File: config.mk
export PLATFORM = sky130hd
export DESIGN_NAME = periodic_timer_supervisor
export DESIGN_NICKNAME = d
export VERILOG_FILES = /design/src/periodic_timer_pkg.sv /design/src/periodic_timer_supervisor.sv
export SDC_FILE = /design/constraint.sdc
export NUM_CORES = 1
export LEC_CHECK = 0
export BUFFER_PORTS_ARGS = -buffer_cell sky130_fd_sc_hd__clkbuf_2
export CAP_MARGIN = 25
export CORE_ASPECT_RATIO = 1.75
export CORE_MARGIN = 5
export CORE_UTILIZATION = 60
export DETAILED_ROUTE_END_ITERATION = 6
export MAX_ROUTING_LAYER = met4
export PLACE_DENSITY = 0.85
export SLEW_MARGIN = 25
export SYNTH_ARGS = -nofsm -noshare
export SYNTH_HDL_FRONTEND = slang
export SYNTH_SLANG_ARGS = --single-unit
File: constraint.sdc
create_clock -name aclk -period 11.6 [get_ports aclk]
set_input_delay 3.48 -clock aclk [delete_from_list [all_inputs] [get_ports aclk]]
set_output_delay 3.48 -clock aclk [all_outputs]
set_load 0.02 [all_outputs]
File: src/periodic_timer_pkg.sv
// Purpose: Shared constants and types for the periodic tick and supervision block
// Assumes: 32-bit AXI4-Lite register bus, one aligned word per register
// Notes:   Narrow registers sit in the low bits, upper bits read as zero
package periodic_timer_pkg;
  // Register byte offsets
  localparam logic [7:0] OFS_CONFIG       = 8'h00;
  localparam logic [7:0] OFS_PRESCALER    = 8'h04;
  localparam logic [7:0] OFS_TICK_PRESET  = 8'h08;
  localparam logic [7:0] OFS_TICK_CTRL    = 8'h0C;
  localparam logic [7:0] OFS_SUPV_COUNT   = 8'h10;
  localparam logic [7:0] OFS_SERVICE      = 8'h14;
  // Field positions in the tick control register
  localparam int         TCS_RESTART_BIT  = 0;
  localparam int         TCS_TC_BIT       = 1;
  // Field width of the divide exponent and its largest legal code
  localparam int         DIV_W            = 3;
  localparam logic [2:0] DIV_MAX          = 3'h5;
  // Reset values
  localparam logic [15:0] TICK_PRESET_RST = 16'hFFFF;
  localparam logic [7:0]  SUPV_COUNT_RST  = 8'h0F;
  localparam logic [2:0]  DIV_RST         = 3'h0;
  // Service key that reloads the supervision counter
  localparam logic [7:0]  SERVICE_KEY     = 8'h5C;
  // Low-frequency input rate and the latency bound for register writes
  localparam int          LF_CLK_HZ       = 32768;
  localparam int          WRITE_DELAY_LF  = 3;
  // AXI response codes
  localparam logic [1:0]  RESP_OKAY       = 2'h0;
  localparam logic [1:0]  RESP_DECERR     = 2'h3;

  // Configuration register, bits 5..0; bits 7..6 reserved
  typedef struct packed {
    logic data_match_enable;
    logic supervision_clock_select;
    logic count_lock;
    logic tick_lock;
    logic prescaler_lock;
    logic config_lock;
  } config_t;

  localparam config_t CONFIG_RST = '0;

  typedef enum logic [2:0] {
    REG_CONFIG,
    REG_PRESCALER,
    REG_TICK_PRESET,
    REG_TICK_CTRL,
    REG_SUPV_COUNT,
    REG_SERVICE,
    REG_NONE
  } reg_sel_t;
endpackage

File: src/periodic_timer_supervisor.sv
// Purpose: Prescaler, auto-reload tick timer and 8-bit supervision counter with AXI4-Lite registers
// Assumes: lf_clk, alt_clk and selects are synchronous to aclk; counting runs on lf_clk rising edges, supervision on alt_clk ones while alt_clk_select is high
// Notes:   Operation
// Operation
// - Prescaler divides input by two to exponent
// - Tick counter counts preset down, then reloads
// - Tick output high one prescaled cycle at zero
// - New preset used only at next reload
// - Restart bit reloads counter, clears itself
// - Supervision counter idle after reset
// - First count or match write starts it
// - Unlocked count write loads and restarts
// - Key write reloads, other data fails
// - Counter reaching zero raises failure
// - Double service in one period fails
// - Clock select bit, hardware select overrides
// - Match writes ignored while match disabled
// - Lock bits block writes, sticky until reset
// - Tick lock blocks preset and control writes
// - Configuration resets to all zero
// - Prescaler divide field low bits, resets zero
// - Writes take effect within three cycles
// - Counters run in idle, accesses wait
// - Divide zero may skip one count
// - Clock source change may slip one
// - Terminal count flag, cleared on read
// - Tick preset resets to all ones
// - Supervision count resets to 0Fh
`timescale 1ns/10ps
module periodic_timer_supervisor
  import periodic_timer_pkg::*;
#(
  parameter int TICK_W = 16,
  parameter int SUPV_W = 8
) (
  input  wire logic        aclk,
  input  wire logic        aresetn,
  input  wire logic        lf_clk,
  input  wire logic        alt_clk,
  input  wire logic        alt_clk_select,
  input  wire logic        system_idle,
  input  wire logic [7:0]  s_axi_awaddr,
  input  wire logic        s_axi_awvalid,
  output logic             s_axi_awready,
  input  wire logic [31:0] s_axi_wdata,
  input  wire logic [3:0]  s_axi_wstrb,
  input  wire logic        s_axi_wvalid,
  output logic             s_axi_wready,
  output logic [1:0]       s_axi_bresp,
  output logic             s_axi_bvalid,
  input  wire logic        s_axi_bready,
  input  wire logic [7:0]  s_axi_araddr,
  input  wire logic        s_axi_arvalid,
  output logic             s_axi_arready,
  output logic [31:0]      s_axi_rdata,
  output logic [1:0]       s_axi_rresp,
  output logic             s_axi_rvalid,
  input  wire logic        s_axi_rready,
  output logic             tick_output,
  output logic             supervision_fail
);

  // Address decode shared by the read and write paths
  function automatic reg_sel_t decode(input logic [7:0] addr);
    unique case (addr)
      OFS_CONFIG:      decode = REG_CONFIG;
      OFS_PRESCALER:   decode = REG_PRESCALER;
      OFS_TICK_PRESET: decode = REG_TICK_PRESET;
      OFS_TICK_CTRL:   decode = REG_TICK_CTRL;
      OFS_SUPV_COUNT:  decode = REG_SUPV_COUNT;
      OFS_SERVICE:     decode = REG_SERVICE;
      default:         decode = REG_NONE;
    endcase
  endfunction

  config_t           cfg;
  logic [DIV_W-1:0]  divide_exponent;
  logic [TICK_W-1:0] tick_preset;
  logic [TICK_W-1:0] tick_cnt;
  logic              tick_restart;
  logic              terminal_count_flag;
  logic [SUPV_W-1:0] supervision_count;
  logic [SUPV_W-1:0] supv_cnt;
  logic              supv_running;
  logic              serviced;
  logic [4:0]        div_cnt;
  logic              lf_prev;
  logic              alt_prev;

  // AXI write channel holding registers
  logic              aw_full;
  logic              w_full;
  logic [7:0]        aw_addr;
  logic [31:0]       w_data;
  logic [3:0]        w_strb;

  logic              aw_take;
  logic              w_take;
  logic              wr_do;
  logic              ar_take;
  reg_sel_t          wr_sel;
  reg_sel_t          rd_sel;

  assign aw_take = s_axi_awvalid && s_axi_awready;
  assign w_take  = s_axi_wvalid && s_axi_wready;
  assign wr_do   = aw_full && w_full && !s_axi_bvalid;
  assign ar_take = s_axi_arvalid && s_axi_arready;
  assign wr_sel  = decode(aw_addr);
  assign rd_sel  = decode(s_axi_araddr);

  // Write strobes that hit each register, already filtered by locks or, for the service register, by the match enable
  logic wr_cfg;
  logic wr_div;
  logic wr_preset;
  logic wr_ctrl;
  logic wr_count;
  logic wr_match;
  assign wr_cfg    = wr_do && wr_sel == REG_CONFIG && w_strb[0] && !cfg.config_lock;
  assign wr_div    = wr_do && wr_sel == REG_PRESCALER && w_strb[0] && !cfg.prescaler_lock;
  assign wr_preset = wr_do && wr_sel == REG_TICK_PRESET && !cfg.tick_lock;
  assign wr_ctrl   = wr_do && wr_sel == REG_TICK_CTRL && w_strb[0] && !cfg.tick_lock;
  assign wr_count  = wr_do && wr_sel == REG_SUPV_COUNT && w_strb[0] && !cfg.count_lock;
  assign wr_match  = wr_do && wr_sel == REG_SERVICE && w_strb[0] && cfg.data_match_enable;

  // Bus handshakes pause while the system idles; counters keep going regardless
  always_ff @(posedge aclk) begin
    if (!aresetn) begin
      aw_full       <= 1'b0;
      w_full        <= 1'b0;
      aw_addr       <= 8'h00;
      w_data        <= 32'h0000_0000;
      w_strb        <= 4'h0;
      s_axi_awready <= 1'b0;
      s_axi_wready  <= 1'b0;
    end else begin
      if (aw_take) begin
        aw_addr <= s_axi_awaddr;
      end
      if (w_take) begin
        w_data <= s_axi_wdata;
        w_strb <= s_axi_wstrb;
      end
      aw_full       <= (aw_full || aw_take) && !wr_do;
      w_full        <= (w_full || w_take) && !wr_do;
      s_axi_awready <= !((aw_full || aw_take) && !wr_do) && !system_idle;
      s_axi_wready  <= !((w_full || w_take) && !wr_do) && !system_idle;
    end
  end

  // Write response follows once both address and data are in
  always_ff @(posedge aclk) begin
    if (!aresetn) begin
      s_axi_bvalid <= 1'b0;
      s_axi_bresp  <= RESP_OKAY;
    end else if (wr_do) begin
      s_axi_bvalid <= 1'b1;
      s_axi_bresp  <= (wr_sel == REG_NONE) ? RESP_DECERR : RESP_OKAY;
    end else if (s_axi_bready) begin
      s_axi_bvalid <= 1'b0;
    end
  end

  // Read path; locked config, prescaler and preset registers and write-only registers read as zero
  always_ff @(posedge aclk) begin
    if (!aresetn) begin
      s_axi_rvalid  <= 1'b0;
      s_axi_rdata   <= 32'h0000_0000;
      s_axi_rresp   <= RESP_OKAY;
      s_axi_arready <= 1'b0;
    end else begin
      s_axi_arready <= !(ar_take || (s_axi_rvalid && !s_axi_rready)) && !system_idle;
      if (ar_take) begin
        s_axi_rvalid <= 1'b1;
        s_axi_rresp  <= (rd_sel == REG_NONE) ? RESP_DECERR : RESP_OKAY;
        s_axi_rdata  <= 32'h0000_0000;
        unique case (rd_sel)
          REG_CONFIG:      s_axi_rdata[5:0] <= cfg.config_lock ? 6'h00 : cfg;
          REG_PRESCALER:   s_axi_rdata[DIV_W-1:0] <= cfg.prescaler_lock ? DIV_RST : divide_exponent;
          REG_TICK_PRESET: s_axi_rdata[TICK_W-1:0] <= cfg.tick_lock ? '0 : tick_preset;
          REG_TICK_CTRL: begin
            s_axi_rdata[TCS_TC_BIT]      <= terminal_count_flag;
            s_axi_rdata[TCS_RESTART_BIT] <= tick_restart;
          end
          REG_SUPV_COUNT,
          REG_SERVICE,
          REG_NONE:        s_axi_rdata <= 32'h0000_0000;
        endcase
      end else if (s_axi_rready) begin
        s_axi_rvalid <= 1'b0;
      end
    end
  end

  // Configuration: lock bits can only be set, the rest follow writes
  always_ff @(posedge aclk) begin
    if (!aresetn) begin
      cfg <= CONFIG_RST;
    end else if (wr_cfg) begin
      cfg.config_lock              <= 1'b1 & (cfg.config_lock | w_data[0]);
      cfg.prescaler_lock           <= cfg.prescaler_lock | w_data[1];
      cfg.tick_lock                <= cfg.tick_lock | w_data[2];
      cfg.count_lock               <= cfg.count_lock | w_data[3];
      cfg.supervision_clock_select <= w_data[4];
      cfg.data_match_enable        <= w_data[5];
    end
  end

  // Prescaler and preset stores; writes land at once, well inside the allowed latency
  always_ff @(posedge aclk) begin
    if (!aresetn) begin
      divide_exponent <= DIV_RST;
      tick_preset     <= TICK_PRESET_RST;
    end else begin
      if (wr_div) begin
        divide_exponent <= w_data[DIV_W-1:0];
      end
      if (wr_preset && w_strb[0]) begin
        tick_preset[7:0] <= w_data[7:0];
      end
      if (wr_preset && w_strb[1]) begin
        tick_preset[15:8] <= w_data[15:8];
      end
    end
  end

  // Prescaler: reserved codes above five behave as the slowest ratio
  logic [2:0] eff_div;
  logic [4:0] div_mask;
  logic       lf_rise;
  logic       pre_en;
  assign eff_div  = (divide_exponent > DIV_MAX) ? DIV_MAX : divide_exponent;
  assign div_mask = 5'((6'h01 << eff_div) - 6'h01);
  assign lf_rise  = lf_clk && !lf_prev;
  assign pre_en   = lf_rise && ((div_cnt & div_mask) == div_mask);

  always_ff @(posedge aclk) begin
    if (!aresetn) begin
      lf_prev  <= 1'b0;
      alt_prev <= 1'b0;
      div_cnt  <= 5'h00;
    end else begin
      lf_prev  <= lf_clk;
      alt_prev <= alt_clk;
      if (lf_rise) begin
        div_cnt <= div_cnt + 5'h01;
      end
    end
  end

  // Tick counter; restart and reload both take the preset as it is now
  logic [TICK_W-1:0] next_tick_cnt;
  logic              tick_event;
  always_comb begin
    next_tick_cnt = tick_cnt;
    if (tick_restart || tick_cnt == '0) begin
      next_tick_cnt = tick_preset;
    end else begin
      next_tick_cnt = tick_cnt - 1'b1;
    end
  end
  // Rising edge of the tick output, used as the slow supervision clock
  assign tick_event = pre_en && next_tick_cnt == '0 && !tick_output;

  // With divide zero a reload may land one count short; accepted behaviour
  always_ff @(posedge aclk) begin
    if (!aresetn) begin
      tick_cnt     <= TICK_PRESET_RST;
      tick_output  <= 1'b0;
      tick_restart <= 1'b0;
    end else begin
      if (pre_en) begin
        tick_cnt    <= next_tick_cnt;
        tick_output <= next_tick_cnt == '0;
      end
      if (wr_ctrl && w_data[TCS_RESTART_BIT]) begin
        tick_restart <= 1'b1;
      end else if (pre_en) begin
        tick_restart <= 1'b0;
      end
    end
  end

  // Terminal count flag; a new event wins over the read that clears it
  always_ff @(posedge aclk) begin
    if (!aresetn) begin
      terminal_count_flag <= 1'b0;
    end else if (tick_event) begin
      terminal_count_flag <= 1'b1;
    end else if (ar_take && rd_sel == REG_TICK_CTRL) begin
      terminal_count_flag <= 1'b0;
    end
  end

  // Supervision clock; a source switch may gain or lose one edge
  logic supv_en;
  always_comb begin
    if (alt_clk_select) begin
      supv_en = alt_clk && !alt_prev;
    end else if (cfg.supervision_clock_select) begin
      supv_en = pre_en;
    end else begin
      supv_en = tick_event;
    end
  end

  // Service sources and failure causes
  logic service;
  logic bad_key;
  logic too_early;
  logic too_late;
  logic fault_now;
  assign service   = wr_count || (wr_match && w_data[7:0] == SERVICE_KEY);
  assign bad_key   = wr_match && w_data[7:0] != SERVICE_KEY;
  assign too_early = service && serviced;
  assign too_late  = supv_en && supv_running && !service && supv_cnt <= 8'h01;
  assign fault_now = bad_key || too_early || too_late;

  // Supervision counter; idle after reset, only reset stops it once started
  always_ff @(posedge aclk) begin
    if (!aresetn) begin
      supervision_count <= SUPV_COUNT_RST;
      supv_cnt          <= SUPV_COUNT_RST;
      supv_running      <= 1'b0;
      serviced          <= 1'b0;
    end else begin
      if (wr_count) begin
        supervision_count <= w_data[7:0];
        supv_cnt          <= w_data[7:0];
      end else if (service) begin
        supv_cnt <= supervision_count;
      end else if (too_late) begin
        supv_cnt <= supervision_count;
      end else if (supv_en && supv_running) begin
        supv_cnt <= supv_cnt - 1'b1;
      end
      if (wr_count || wr_match) begin
        supv_running <= 1'b1;
      end
      if (service) begin
        serviced <= 1'b1;
      end else if (supv_en) begin
        serviced <= 1'b0;
      end
    end
  end

  // Failure is a single aclk pulse for the reset logic to catch
  always_ff @(posedge aclk) begin
    if (!aresetn) begin
      supervision_fail <= 1'b0;
    end else begin
      supervision_fail <= fault_now;
    end
  end
endmodule

==> Word-level counts from Yosys, hierarchy flattened <==
Index checks and enable logic that the tools add are counted.
{ "classes": {"n_addsub": 4, "multipliers": 0, "div": 0, "magnitude_cmp": 2, "eq_ne": 25, "shift": 1, "mux": 29, "bitwise": 5, "n_reduce_logical": 79} }
{ "op_table": {"columns": ["op", "n"], "rows": [
  ["$logic_and A1 B1 Y1", 43],
  ["$pmux W3 S6", 2],
  ["$eq A8 B4 Y1 const B", 4],
  ["$eq A8 B5 Y1 const B", 4],
  ["$logic_not A16 Y1", 2],
  ["$mux W16", 2],
  ["$mux W8", 4],
  ["$eq A3 B3 Y1 const B", 6],
  ["$eq A8 B3 Y1 const B", 2],
  ["$logic_not A8 Y1", 2],
  ["$sub A16 B1 Y16 const B", 1],
  ["$logic_not A1 Y1", 15],
  ["$eq A3 B2 Y1 const B", 4],
  ["$mux W1", 12],
  ["$mux W10", 1],
  ["$pmux W2 S5", 1],
  ["$reduce_bool A2 Y1", 5],
  ["$eq A8 B7 Y1 const B", 1],
  ["$le A8 B1 Y1 const B", 1],
  ["$logic_or A1 B1 Y1", 8],
  ["$ne A8 B7 Y1 const B", 1],
  ["$sub A8 B1 Y8 const B", 1],
  ["$eq A3 B1 Y1 const B", 2],
  ["$logic_not A3 Y1", 2],
  ["other kinds (14)", 19]
]} }
{ "totals": {"reg_bits": 123, "latch_bits": 0, "ram_bits": 0, "rom_bits": 0, "output_inout_bits": 43, "memories": 0} }

==> Longest topological paths before layout <==
Gate-level depths: netlist of the first run.
{ "logic_depth": {"word_depth": 17, "mapped_depth": 13, "depth_no_buf": 11} }

==> Worst setup path before layout of the first run <==
Ideal clock, no wire load.
{ "synth_timing": {"path_kind": "input -> register", "from": "input lf_clk", "to": "register supv_cnt[2]", "arrival_time_ns": 6.133, "required_time_ns": 11.478, "slack_ns": 5.345, "stages": 12, "path_buffers": 3, "path_cell_list": "nor2b_1 > buf_2 > o221ai_1 > a221o_1 > clkbuf_1 > or4_1 > o41ai_2 > and3b_4 > a21o_1 > buf_6 > mux2_1 > o32a_1"} }
{ "synth_between": {"elab_chain_len": 12} }
{ "synth_lines": {"columns": ["element", "line", "source"], "rows": [
  ["from (decl)", "periodic_timer_supervisor.sv:38", "input wire logic lf_clk,"],
  ["$logic_and A1 B1 Y1 *", "periodic_timer_supervisor.sv:233", "assign lf_rise = lf_clk && !lf_prev;"],
  ["$logic_and A1 B1 Y1 *", "periodic_timer_supervisor.sv:234", "assign pre_en = lf_rise && ((div_cnt & div_mask) == div_mask);"],
  ["$logic_and A1 B1 Y1 (2 in a row)", "periodic_timer_supervisor.sv:262", "assign tick_event = pre_en && next_tick_cnt == '0 && !tick_output;"],
  ["$mux W1 *", "periodic_timer_supervisor.sv:299", "end else if (cfg.supervision_clock_select) begin"],
  ["$mux W1 *", "periodic_timer_supervisor.sv:297", "if (alt_clk_select) begin"],
  ["$logic_and A1 B1 Y1 *", "periodic_timer_supervisor.sv:315, periodic_timer_supervisor.sv:333", null],
  ["$logic_and A1 B1 Y1 (2 in a row)", "periodic_timer_supervisor.sv:315", "assign too_late = supv_en && supv_running && !service && supv_cnt <= 8'h01;"],
  ["$mux W8", "periodic_timer_supervisor.sv:331", "end else if (too_late) begin"],
  ["$mux W8", "periodic_timer_supervisor.sv:329", "end else if (service) begin"],
  ["$mux W8", "periodic_timer_supervisor.sv:326", "if (wr_count) begin"],
  ["to (signal assigned)", "periodic_timer_supervisor.sv:328", "supv_cnt <= w_data[7:0];"],
  ["to (signal assigned)", "periodic_timer_supervisor.sv:330", "supv_cnt <= supervision_count;"],
  ["to (signal assigned)", "periodic_timer_supervisor.sv:332", "supv_cnt <= supervision_count;"],
  ["to (decl)", "periodic_timer_supervisor.sv:83", "logic [SUPV_W-1:0] supv_cnt;"]
]} }
Every way passes the cells marked *; elsewhere a longest branch is shown, timed or not.
A chain may end at the register's enable or synchronous reset.

==> Worst setup path after layout of the first run <==
Ends and elaborated chain as after synthesis.

==> results of run 1 <==
layer usage:
layer / share of wire, % / vias up
met1: 35 / 2572
met5: 0 / -
met3: 5.4 / 73
li1: - / 2609
met2: 53 / 233
met4: 5.8 / 0
area by class of cell:
| cell class | count | area [sq um] | share of cell area, % |
|---|---|---|---|
| sequential | 121 | 2420 | 36.2 |
| clock inverter | 7 | 140 | 2.09 |
| multi-input combinational | 541 | 3040 | 45.5 |
| timing repair buffer | 77 | 400 | 5.98 |
| tap | 122 | 153 | 2.28 |
| clock buffer | 23 | 488 | 7.29 |
| inverter | 12 | 45.0 | 0.673 |
worst max path at each step:
stage | start | end | slack [ns] | cells after the start
6_report | lf_clk | supv_cnt[2] | 4.97 | 11
5_1_grt | lf_clk | supv_cnt[2] | 4.83 | 11
4_1_cts | lf_clk | supv_cnt[2] | 4.97 | 11
3_5_place_dp | lf_clk | supv_cnt[2] | 4.59 | 11
3_3_place_gp | lf_clk | supv_cnt[2] | 4.63 | 11
2_1_floorplan | lf_clk | supv_cnt[2] | 5.34 | 12
report_power, final:
| part | internal [mW] | leakage, nW | switching (mW) |
|---|---|---|---|
| combinational | 0.0195 | 1.45 | 0.0380 |
| clock | 0.379 | 0.301 | 0.185 |
| sequential | 0.425 | 0.982 | 0.00850 |
| total | 0.824 | 2.73 | 0.232 |
stage by stage:
| step | instance area (sq um) | utilization, % | setup WS, ns | instances |
|---|---|---|---|---|
| after floorplan | 5810 | - | 5.34 | 735 |
| after global placement | 6060 | 64.4 | 4.63 | 873 |
| after detailed placement | 6060 | 64.4 | 4.59 | 873 |
| after CTS | 6690 | 71.1 | 4.97 | 903 |
| after global routing | 6690 | 71.1 | 4.83 | 903 |
| final | 6690 | 71.1 | 4.97 | 903 |
worst max-delay path, stage by stage:
cell      delay, ns
clkbuf_2       0.08
nor2b_1        0.36
o221ai_1       0.23
a221o_1        0.30
buf_4          0.25
or4_1          0.59
o41ai_2        0.37
and3b_4        0.30
a21o_1         0.32
mux2_1         0.36
o32a_1         0.28
sequential cells by signal, summed over array words and instances (netlist names), 2 cells and up:
signal             flops
s_axi_rdata           16
tick_cnt              16
tick_preset           16
w_data                16
aw_addr                8
supervision_count      8
supv_cnt               8
cfg                    6
div_cnt                5
divide_exponent        3
w_strb                 2
cells in the final DEF, fill, tap and decap left out, types with 5 or more instances in the layout:
cell type	instances
mux2i_1	24
nand2b_1	8
a21oi_1	64
xor2_1	6
inv_1	11
ha_1	6
a31oi_1	7
and2_1	6
conb_1	16
dfxtp_1	121
nor3_1	16
nand2_1	136
xnor2_1	8
a41oi_1	6
nor4_1	5
o21ai_0	22
nand3_1	31
clkbuf_16	17
nor2_1	77
nor3b_1	5
o211ai_1	8
a221oi_1	5
buf_4	6
o22ai_1	9
clkbuf_2	71
logic make-up after synthesis:
family | count (synthesis) | share of synthesized area (%)
flops | 121 | 42.1
xor+xnor | 14 | 2.13
simple gates | 322 | 26.0
other cells | 1 | 0.0652
fa+ha+maj | 6 | 1.30
buf+inv | 73 | 6.13
compound gates | 157 | 17.7
mux | 26 | 4.57
==> qor.yml, run 1 <==
global_route:
  grt_pass1_wl_microns: 25800
  grt_pass1_vias: 5492
  globalRouteOverflowTotal: 0
  use_met2_pct: 49.1
  grt_max_degree: 69
  track_usage_pct: 28.0
  gr-usage-met1_pct: 27.7
  met3_usage_pct: 5.97
  grt-busiest-layer: "met2"
  antenna_found_initial: 0
worst_hold_path:
  worstHoldPathCells: 2
  hold_end: "s_axi_rdata[14]"
  hp-start: "s_axi_rdata[14]"
  hold_class: "reg2reg"
timing:
  fmax_ghz: 0.151
  max_slew.worst_pin.slew_ns: 0.835
  hold_violations: 0
  grt_setup_unrepaired: "no"
  slew_headroom_pct: 44.1
  fin_skew_ns: 0.00558
  finalCriticalPeriod_ns: 6.63
  fin_crit_sh_pct: 57.1
  whs_ns: 0.449
  setup_viol: 0
  finalSetupTns_ns: 0
  finalMaxSlewViolations: 0
detailed_routing:
  via_per_inst: 6.08
  first_pass_iters: 5
  wl_microns: 15700
  drt_iter0_drc: 452
  vias: 5487
  drtAntennaViolNets: 0
  routedWlPerCell_microns: 17.4
  drc: 0
critical_path:
  r2r_end: "supv_cnt[2]"
  cp-end-kind: "flip-flop"
  worst-setup-path-type: "in2reg"
  critPathRequiredTime_ns: 11.91
  cp_max_fo: 37
  critical_path.startpoint_type: "input pin"
  arrival_ns: 6.93
  reg2reg_depth: 11
  r2r-start: "divide_exponent[0]"
  ff2ff_setup_slack_ns: 7.38
clock_tree:
  cts_resized: 0
  clockBufferDepth: 2
  clock_latency_ns: 0.42
  clkTransAtPathRegs_ns: 0.05
  root_buffer: "clkbuf_16"
  cts_setup_buffers: 0
  ctsHoldBuffers: 0
  cts_made_buffers: 17
  cts_tree: "done"
  h-tree-depth: 4
  clkSinkCount: 121
pwr:
  p_leak_nw: 2.73
  cellPowerDensity_nw_per_um2: 158
  total_power_mw: 1.06
  vdd_ir_drop_max_uv: 130
die:
  coreArea_sq_um: 9410
  io_pins: 106
  start_util_pct: 61.2
  die_w_microns: 84.0
  rows: 47
  dieHeight_microns: 140
  dieArea_sq_um: 11700
synthesis:
  yosysMostFrequentCell: "nand2_1"
  synth_warnings: 0
  synth-edff-count: 0
  synth_async_sr_flop_share_pct: 0
  yosys_most_used_dff: "dfxtp_1"
  ys_top_cells_by_area: "dfxtp_1 42%, nand2_1 8.9%, a21oi_1 5.6%, nor2_1 5.0%, mux2i_1 4.2%"
  synth-seq-cells: 121
  synth_largest_area_cell: "dfxtp_1"
  syn_area_sq_um: 5750
  yosys-top-cells-count: "136 x nand2_1, 121 x dfxtp_1, 77 x nor2_1"
  synth_cell_types: 71
  syn_avg_cell_area_sq_um: 7.99
  synth_top_area_share_pct: 42.1
  synth-seq-area-share_pct: 42.1
  syn_inst: 720
status:
  status: "finished clean"
run:
  cap_violations: 0
final_layout:
  layout-drive-gt1-share_pct: 15.7
  area_growth_pct: 16.3
  nNetsFinal: 839
  fillers: 715
  diodes: 0
placement:
  place_congestion: 0.958
  hpwl_microns: 10800
  io_buffers: 71
Note: power is estimated with default switching activity, not from simulation.
==> run 2, diff against run 1 <==
Settings changed: CORE_UTILIZATION 60 to 50, PLACE_DENSITY 0.85 to 0.76.
Clock period 11.6 ns to 6 ns, I/O delays scaled along.
==> qor.yml, run 2 (synthesis results as in run 1) <==
global_route:
  track_usage_pct: 23.6  # -4.3 points
  grt_pass1_wl_microns: 26200  # +1.2%
  grt_pass1_vias: 5421  # -1.3%
  antenna_found_initial: 0  # unchanged
  grt_max_degree: 54  # -22%
  globalRouteOverflowTotal: 0  # unchanged
worst_hold_path:
  hp-start: "s_axi_rdata[10]"
  hold_class: "reg2reg"
placement:
  place_congestion: 0.894  # -6.6%
  io_buffers: 71  # unchanged
  post-place-ws_ns: 0.971  # -3.62 ns
  post-place-cells: 888  # +1.7%
  hpwl_microns: 11300  # +4.1%
critical_path:
  cp_top_family: "compound AO/OA/AOI/OAI gates"
  critPathRequiredTime_ns: 6.30  # -5.61 ns
  slowest_stage: "or4_1"
  slowest_delay_ns: 0.63  # +0.04 ns
  cp-end-kind: "flip-flop"
  worst-setup-path-type: "in2reg"
  cp_cell_sequence: "clkbuf_2, nor2b_1, o221ai_1, a221o_1, or4_1, o41ai_2, and3b_4, a21o_1, mux2_1, o32a_1"
  startpoint: "lf_clk"
  arrival_ns: 4.91  # -2.02 ns
  r2r-start: "divide_exponent[0]"
  critical_path.startpoint_type: "input pin"
  cp_max_fo: 9  # -76%
  critical_path_buf_inv_count: 1  # -1
detailed_routing:
  wl_microns: 15900  # +1.1%
  drtAntennaViolNets: 0  # unchanged
  routedWlPerCell_microns: 17.3  # -0.78%
  via_per_inst: 5.87  # -3.4%
  first_pass_iters: 7  # +2
  drt_iter0_drc: 425  # -6.0%
  vias: 5402  # -1.5%
  drc: 4  # +4
clock_tree:
  ctsHoldBuffers: 0  # unchanged
  cts_resized: 0  # unchanged
  clkSinkCount: 121  # unchanged
  cts_made_buffers: 17  # unchanged
  root_buffer: "clkbuf_16"
  h-tree-depth: 4  # unchanged
  clkTransAtPathRegs_ns: 0.05  # about the same
  cts_tree: "done"
  clock_latency_ns: 0.42  # about the same
  cts_setup_buffers: 0  # unchanged
  clockBufferDepth: 2  # unchanged
timing:
  fin_crit_sh_pct: 76.8
  finalMaxSlewViolations: 0  # unchanged
  grt_setup_unrepaired: "no"
  hold_violations: 0  # unchanged
  fin_skew_ns: 0.00765  # +0.00207 ns
  slew_headroom_pct: 47.5  # +3.4 points
  max_slew.worst_pin.slew_ns: 0.784  # -0.0509 ns
  setup_viol: 0  # unchanged
  finalSetupTns_ns: 0  # unchanged
  finalCriticalPeriod_ns: 4.61
  fmax_ghz: 0.217
  worst_slack_ns: 1.39  # -3.58 ns
  whs_ns: 0.453  # +0.00371 ns
final_layout:
  finish.utilization_pct: 58.2  # -13 points
  multi_input_area_sq_um: 3040  # -0.21%
  layout-drive-gt1-share_pct: 16.1  # +0.30 points
  nNetsFinal: 841  # +0.24%
  area_growth_pct: 15.9
  final_cell_mix: "136 x nand2_1, 121 x dfxtp_1, 77 x nor2_1, 71 x clkbuf_2, 64 x a21oi_1"
  diodes: 0  # unchanged
  ff_latch_area_sq_um: 2420  # unchanged
  fillers: 1015  # +42%
  layout_commonest_cell: "nand2_1"
  final_cells: 920  # +1.9%
pwr:
  vdd_ir_drop_max_uv: 240  # +85%
  cellPowerDensity_nw_per_um2: 293  # +86%
  p_leak_nw: 2.73  # -0.16%
status:
  status: "finished with violations"
  failed_checks: "DRC"
run:
  cap_violations: 0  # unchanged
die:
  io_pins: 106  # unchanged
  coreArea_sq_um: 11500  # +22%
  start_util_pct: 50.3  # -11 points
  dieArea_sq_um: 13800  # +18%
  rows: 52  # +11%
  die_w_microns: 91.1  # +8.4%
  dieHeight_microns: 152  # +8.9%
run 2: per-stage QoR:
step | total power, mW | area (sq um)
CTS | 1.96 | 6670
detailed placement | 0.965 | 6090
floorplan | 0.934 | 5810
global placement | 0.960 | 6090
global route | 2.01 | 6670
finish | 1.96 | 6670
run 2: final cells by class:
class / instances / area share, %
timing repair buffer: 79 / 6.23
sequential: 121 / 36.3
inverter: 12 / 0.675
clock inverter: 11 / 1.84
multi-input combinational: 541 / 45.5
clock buffer: 21 / 6.90
tap: 135 / 2.53
run 2: final timing paths:
kind,cells past startpoint,slack (ns),to
hold / removal,2,0.45,s_axi_rdata[10]
setup / recovery,10,1.39,supv_cnt[2]
hold reg to reg,2,0.45,s_axi_rdata[10]
setup reg to reg,10,2.10,supv_cnt[2]
run 2: where the power goes:
part,total [mW],switching [mW],internal [mW]
Clock,1.01,0.375,0.632
Sequential,0.837,0.0164,0.821
Combinational,0.112,0.0741,0.0382
run 2: tightest hold or removal path, cell delays in order (launching register included):
cell and delay [ns]:
dfxtp_1 0.31, nand2_1 0.05, a21oi_1 0.05
run 2: per-layer routing:
layer	vias to the layer above	global-route usage, %	routed length [microns]
met3	48	5.10	734
met2	206	43.4	8800
li1	2602	-	-
met1	2546	23.1	5700
met5	-	-	0
met4	0	10.8	656
==> run 3, diff against run 2 <==
Settings changed: CORE_UTILIZATION 50 to 56, PLACE_DENSITY 0.76 to 0.8.
Clock period 6 ns to 4.65 ns, I/O delays scaled along.
==> qor.yml, run 3 (synthesis results as in run 1) <==
pwr:
  p_leak_nw: 2.76  # +1.2%
  total_power_mw: 2.69  # +38%
  power_frac_comb_pct: 5.4  # -0.3 points
  p_sw_mw: 0.613  # +32%
  cellPowerDensity_nw_per_um2: 398  # +36%
  p_clk_share_pct: 54.4  # +2.9 points
  p_seq_share_pct: 40.2  # -2.6 points
  p_int_mw: 2.08  # +39%
  vdd_ir_drop_max_uv: 420  # +75%
  netSwitchingFraction_pct: 22.8  # -1.0 points
die:
  dieHeight_microns: 144  # -5.1%
  start_util_pct: 56.5  # +6.3 points
  rows: 49  # -5.8%
  die_w_microns: 86.6  # -4.9%
  dieArea_sq_um: 12500  # -9.8%
  coreArea_sq_um: 10200  # -11%
  io_pins: 106  # unchanged
clock_tree:
  clock_latency_ns: 0.42  # about the same
  cts_made_buffers: 17  # unchanged
  clkSinkCount: 121  # unchanged
  clkTransAtPathRegs_ns: 0.06  # about the same
  ctsHoldBuffers: 0  # unchanged
  cts_setup_buffers: 0  # unchanged
  root_buffer: "clkbuf_16"
  cts_resized: 0  # unchanged
  h-tree-depth: 4  # unchanged
  cts_tree: "done"
  clockBufferDepth: 2  # unchanged
worst_hold_path:
  hold_class: "reg2reg"
placement:
  hpwl_microns: 11000  # -2.3%
  post-place-ws_ns: 0.386  # -0.585 ns
  place_congestion: 0.926  # +3.6%
  io_buffers: 71  # unchanged
detailed_routing:
  routedWlPerCell_microns: 17.2  # -0.30%
  drtAntennaViolNets: 0  # unchanged
  first_pass_iters: 5  # -2
  drc: 0  # -4
  drt_iter0_drc: 294  # -31%
  wl_microns: 15700  # -1.1%
  via_per_inst: 5.94  # +1.2%
  vias: 5427  # +0.46%
global_route:
  met3_usage_pct: 5.93  # +0.83 points
  grt_pass1_vias: 5474  # +0.98%
  grt_max_degree: 69  # +28%
  grt-busiest-layer: "met2"
  grt_pass1_wl_microns: 25400  # -2.8%
  gr-usage-met1_pct: 26.4  # +3.3 points
  track_usage_pct: 26.6  # +3.0 points
  antenna_found_initial: 0  # unchanged
  globalRouteOverflowTotal: 0  # unchanged
  use_met2_pct: 46.2  # +2.7 points
final_layout:
  diodes: 0  # unchanged
  layout_commonest_cell: "nand2_1"
  area_growth_pct: 17.4
  final_cell_mix: "136 x nand2_1, 121 x dfxtp_1, 77 x nor2_1, 71 x clkbuf_2, 64 x a21oi_1"
  nNetsFinal: 842  # +0.12%
  layout-drive-gt1-share_pct: 16.4  # +0.36 points
timing:
  fin_crit_sh_pct: 82.5
  grt_setup_unrepaired: "no"
  hold_violations: 0  # unchanged
  fin_skew_ns: 0.00820  # +0.000550 ns
  max_slew.worst_pin.slew_ns: 0.811  # +0.0268 ns
  worst_slack_ns: 0.812  # -0.580 ns
  finalCriticalPeriod_ns: 3.84
  fmax_ghz: 0.261
  setup_viol: 0  # unchanged
  finalSetupTns_ns: 0  # unchanged
  finalMaxSlewViolations: 0  # unchanged
  slew_headroom_pct: 45.8  # -1.8 points
critical_path:
  critical_path.startpoint_type: "input pin"
  worst-setup-path-type: "in2reg"
  critPathRequiredTime_ns: 4.95  # -1.35 ns
  cp-end-kind: "flip-flop"
  cp_max_fo: 3  # -6
  arrival_ns: 4.14  # -0.77 ns
run:
  cap_violations: 0  # unchanged
status:
  status: "finished clean"
==> run 3: changes by cell type in the layout (fill, tap and decap cells not counted) <==
cell        change
bufinv_16       +3
clkinv_2        -3
clkinvlp_4      +3
clkbuf_1        -2
clkinv_4        -2
inv_6           +2
buf_12          +1
clkbuf_8        -1
==> run 3: worst paths after layout <==
| path | startpoint | to | slack (ns) | cells after the start |
|---|---|---|---|---|
| min reg2reg | s_axi_rdata[9] | s_axi_rdata[9] | 0.45 | 2 |
| max reg2reg | divide_exponent[0] | supv_cnt[2] | 0.94 | 10 |
| min | s_axi_rdata[9] | s_axi_rdata[9] | 0.45 | 2 |
| max | lf_clk | supv_cnt[2] | 0.81 | 10 |
==> run 3: metrics by stage <==
step / instances / hold slack [ns] / util (%) / instance area, sq um
6_report: 913 / 0.455 / 66.4 / 6760
5_1_grt: 913 / 0.471 / 66.4 / 6760
4_1_cts: 913 / 0.456 / 66.4 / 6760
3_5_place_dp: 881 / 0.448 / 59.9 / 6100
3_3_place_gp: 881 / 0.444 / 59.9 / 6100
2_1_floorplan: 735 / 0.434 / - / 5810
==> run 3: cell type report <==
cell class	count	area (sq um)
Tap cell	127	159
Clock buffer	18	439
Fill cell	902	3420
Timing Repair Buffer	80	435
Inverter	12	45.0
Sequential cell	121	2420
Multi-Input combinational cell	541	3040
Clock inverter	14	220
==> run 3: routing by layer <==
layer  part of all wire [%]  wire [microns]
met5                      0               0
met4                    6.6            1030
met3                    5.2             812
met2                     53            8290
met1                     36            5590
==> run 3: worst max-delay path, cell delays in order <==
cell and delay [ns]:
clkbuf_2 0.08, nor2b_1 0.22, o221ai_1 0.15, a221o_1 0.34
or4_1 0.60, o41ai_2 0.33, and3b_4 0.28, a21o_1 0.14
mux2_1 0.32, o32a_1 0.28
==> run 3: power by group through the flow <==
stage	clock network (mW)	registers, mW	logic, mW
3_3_place_gp	0	1.10	0.140
2_1_floorplan	0	1.10	0.104
3_5_place_dp	0	1.10	0.144
5_1_grt	1.52	1.08	0.162
4_1_cts	1.48	1.08	0.145
6_report	1.46	1.08	0.145
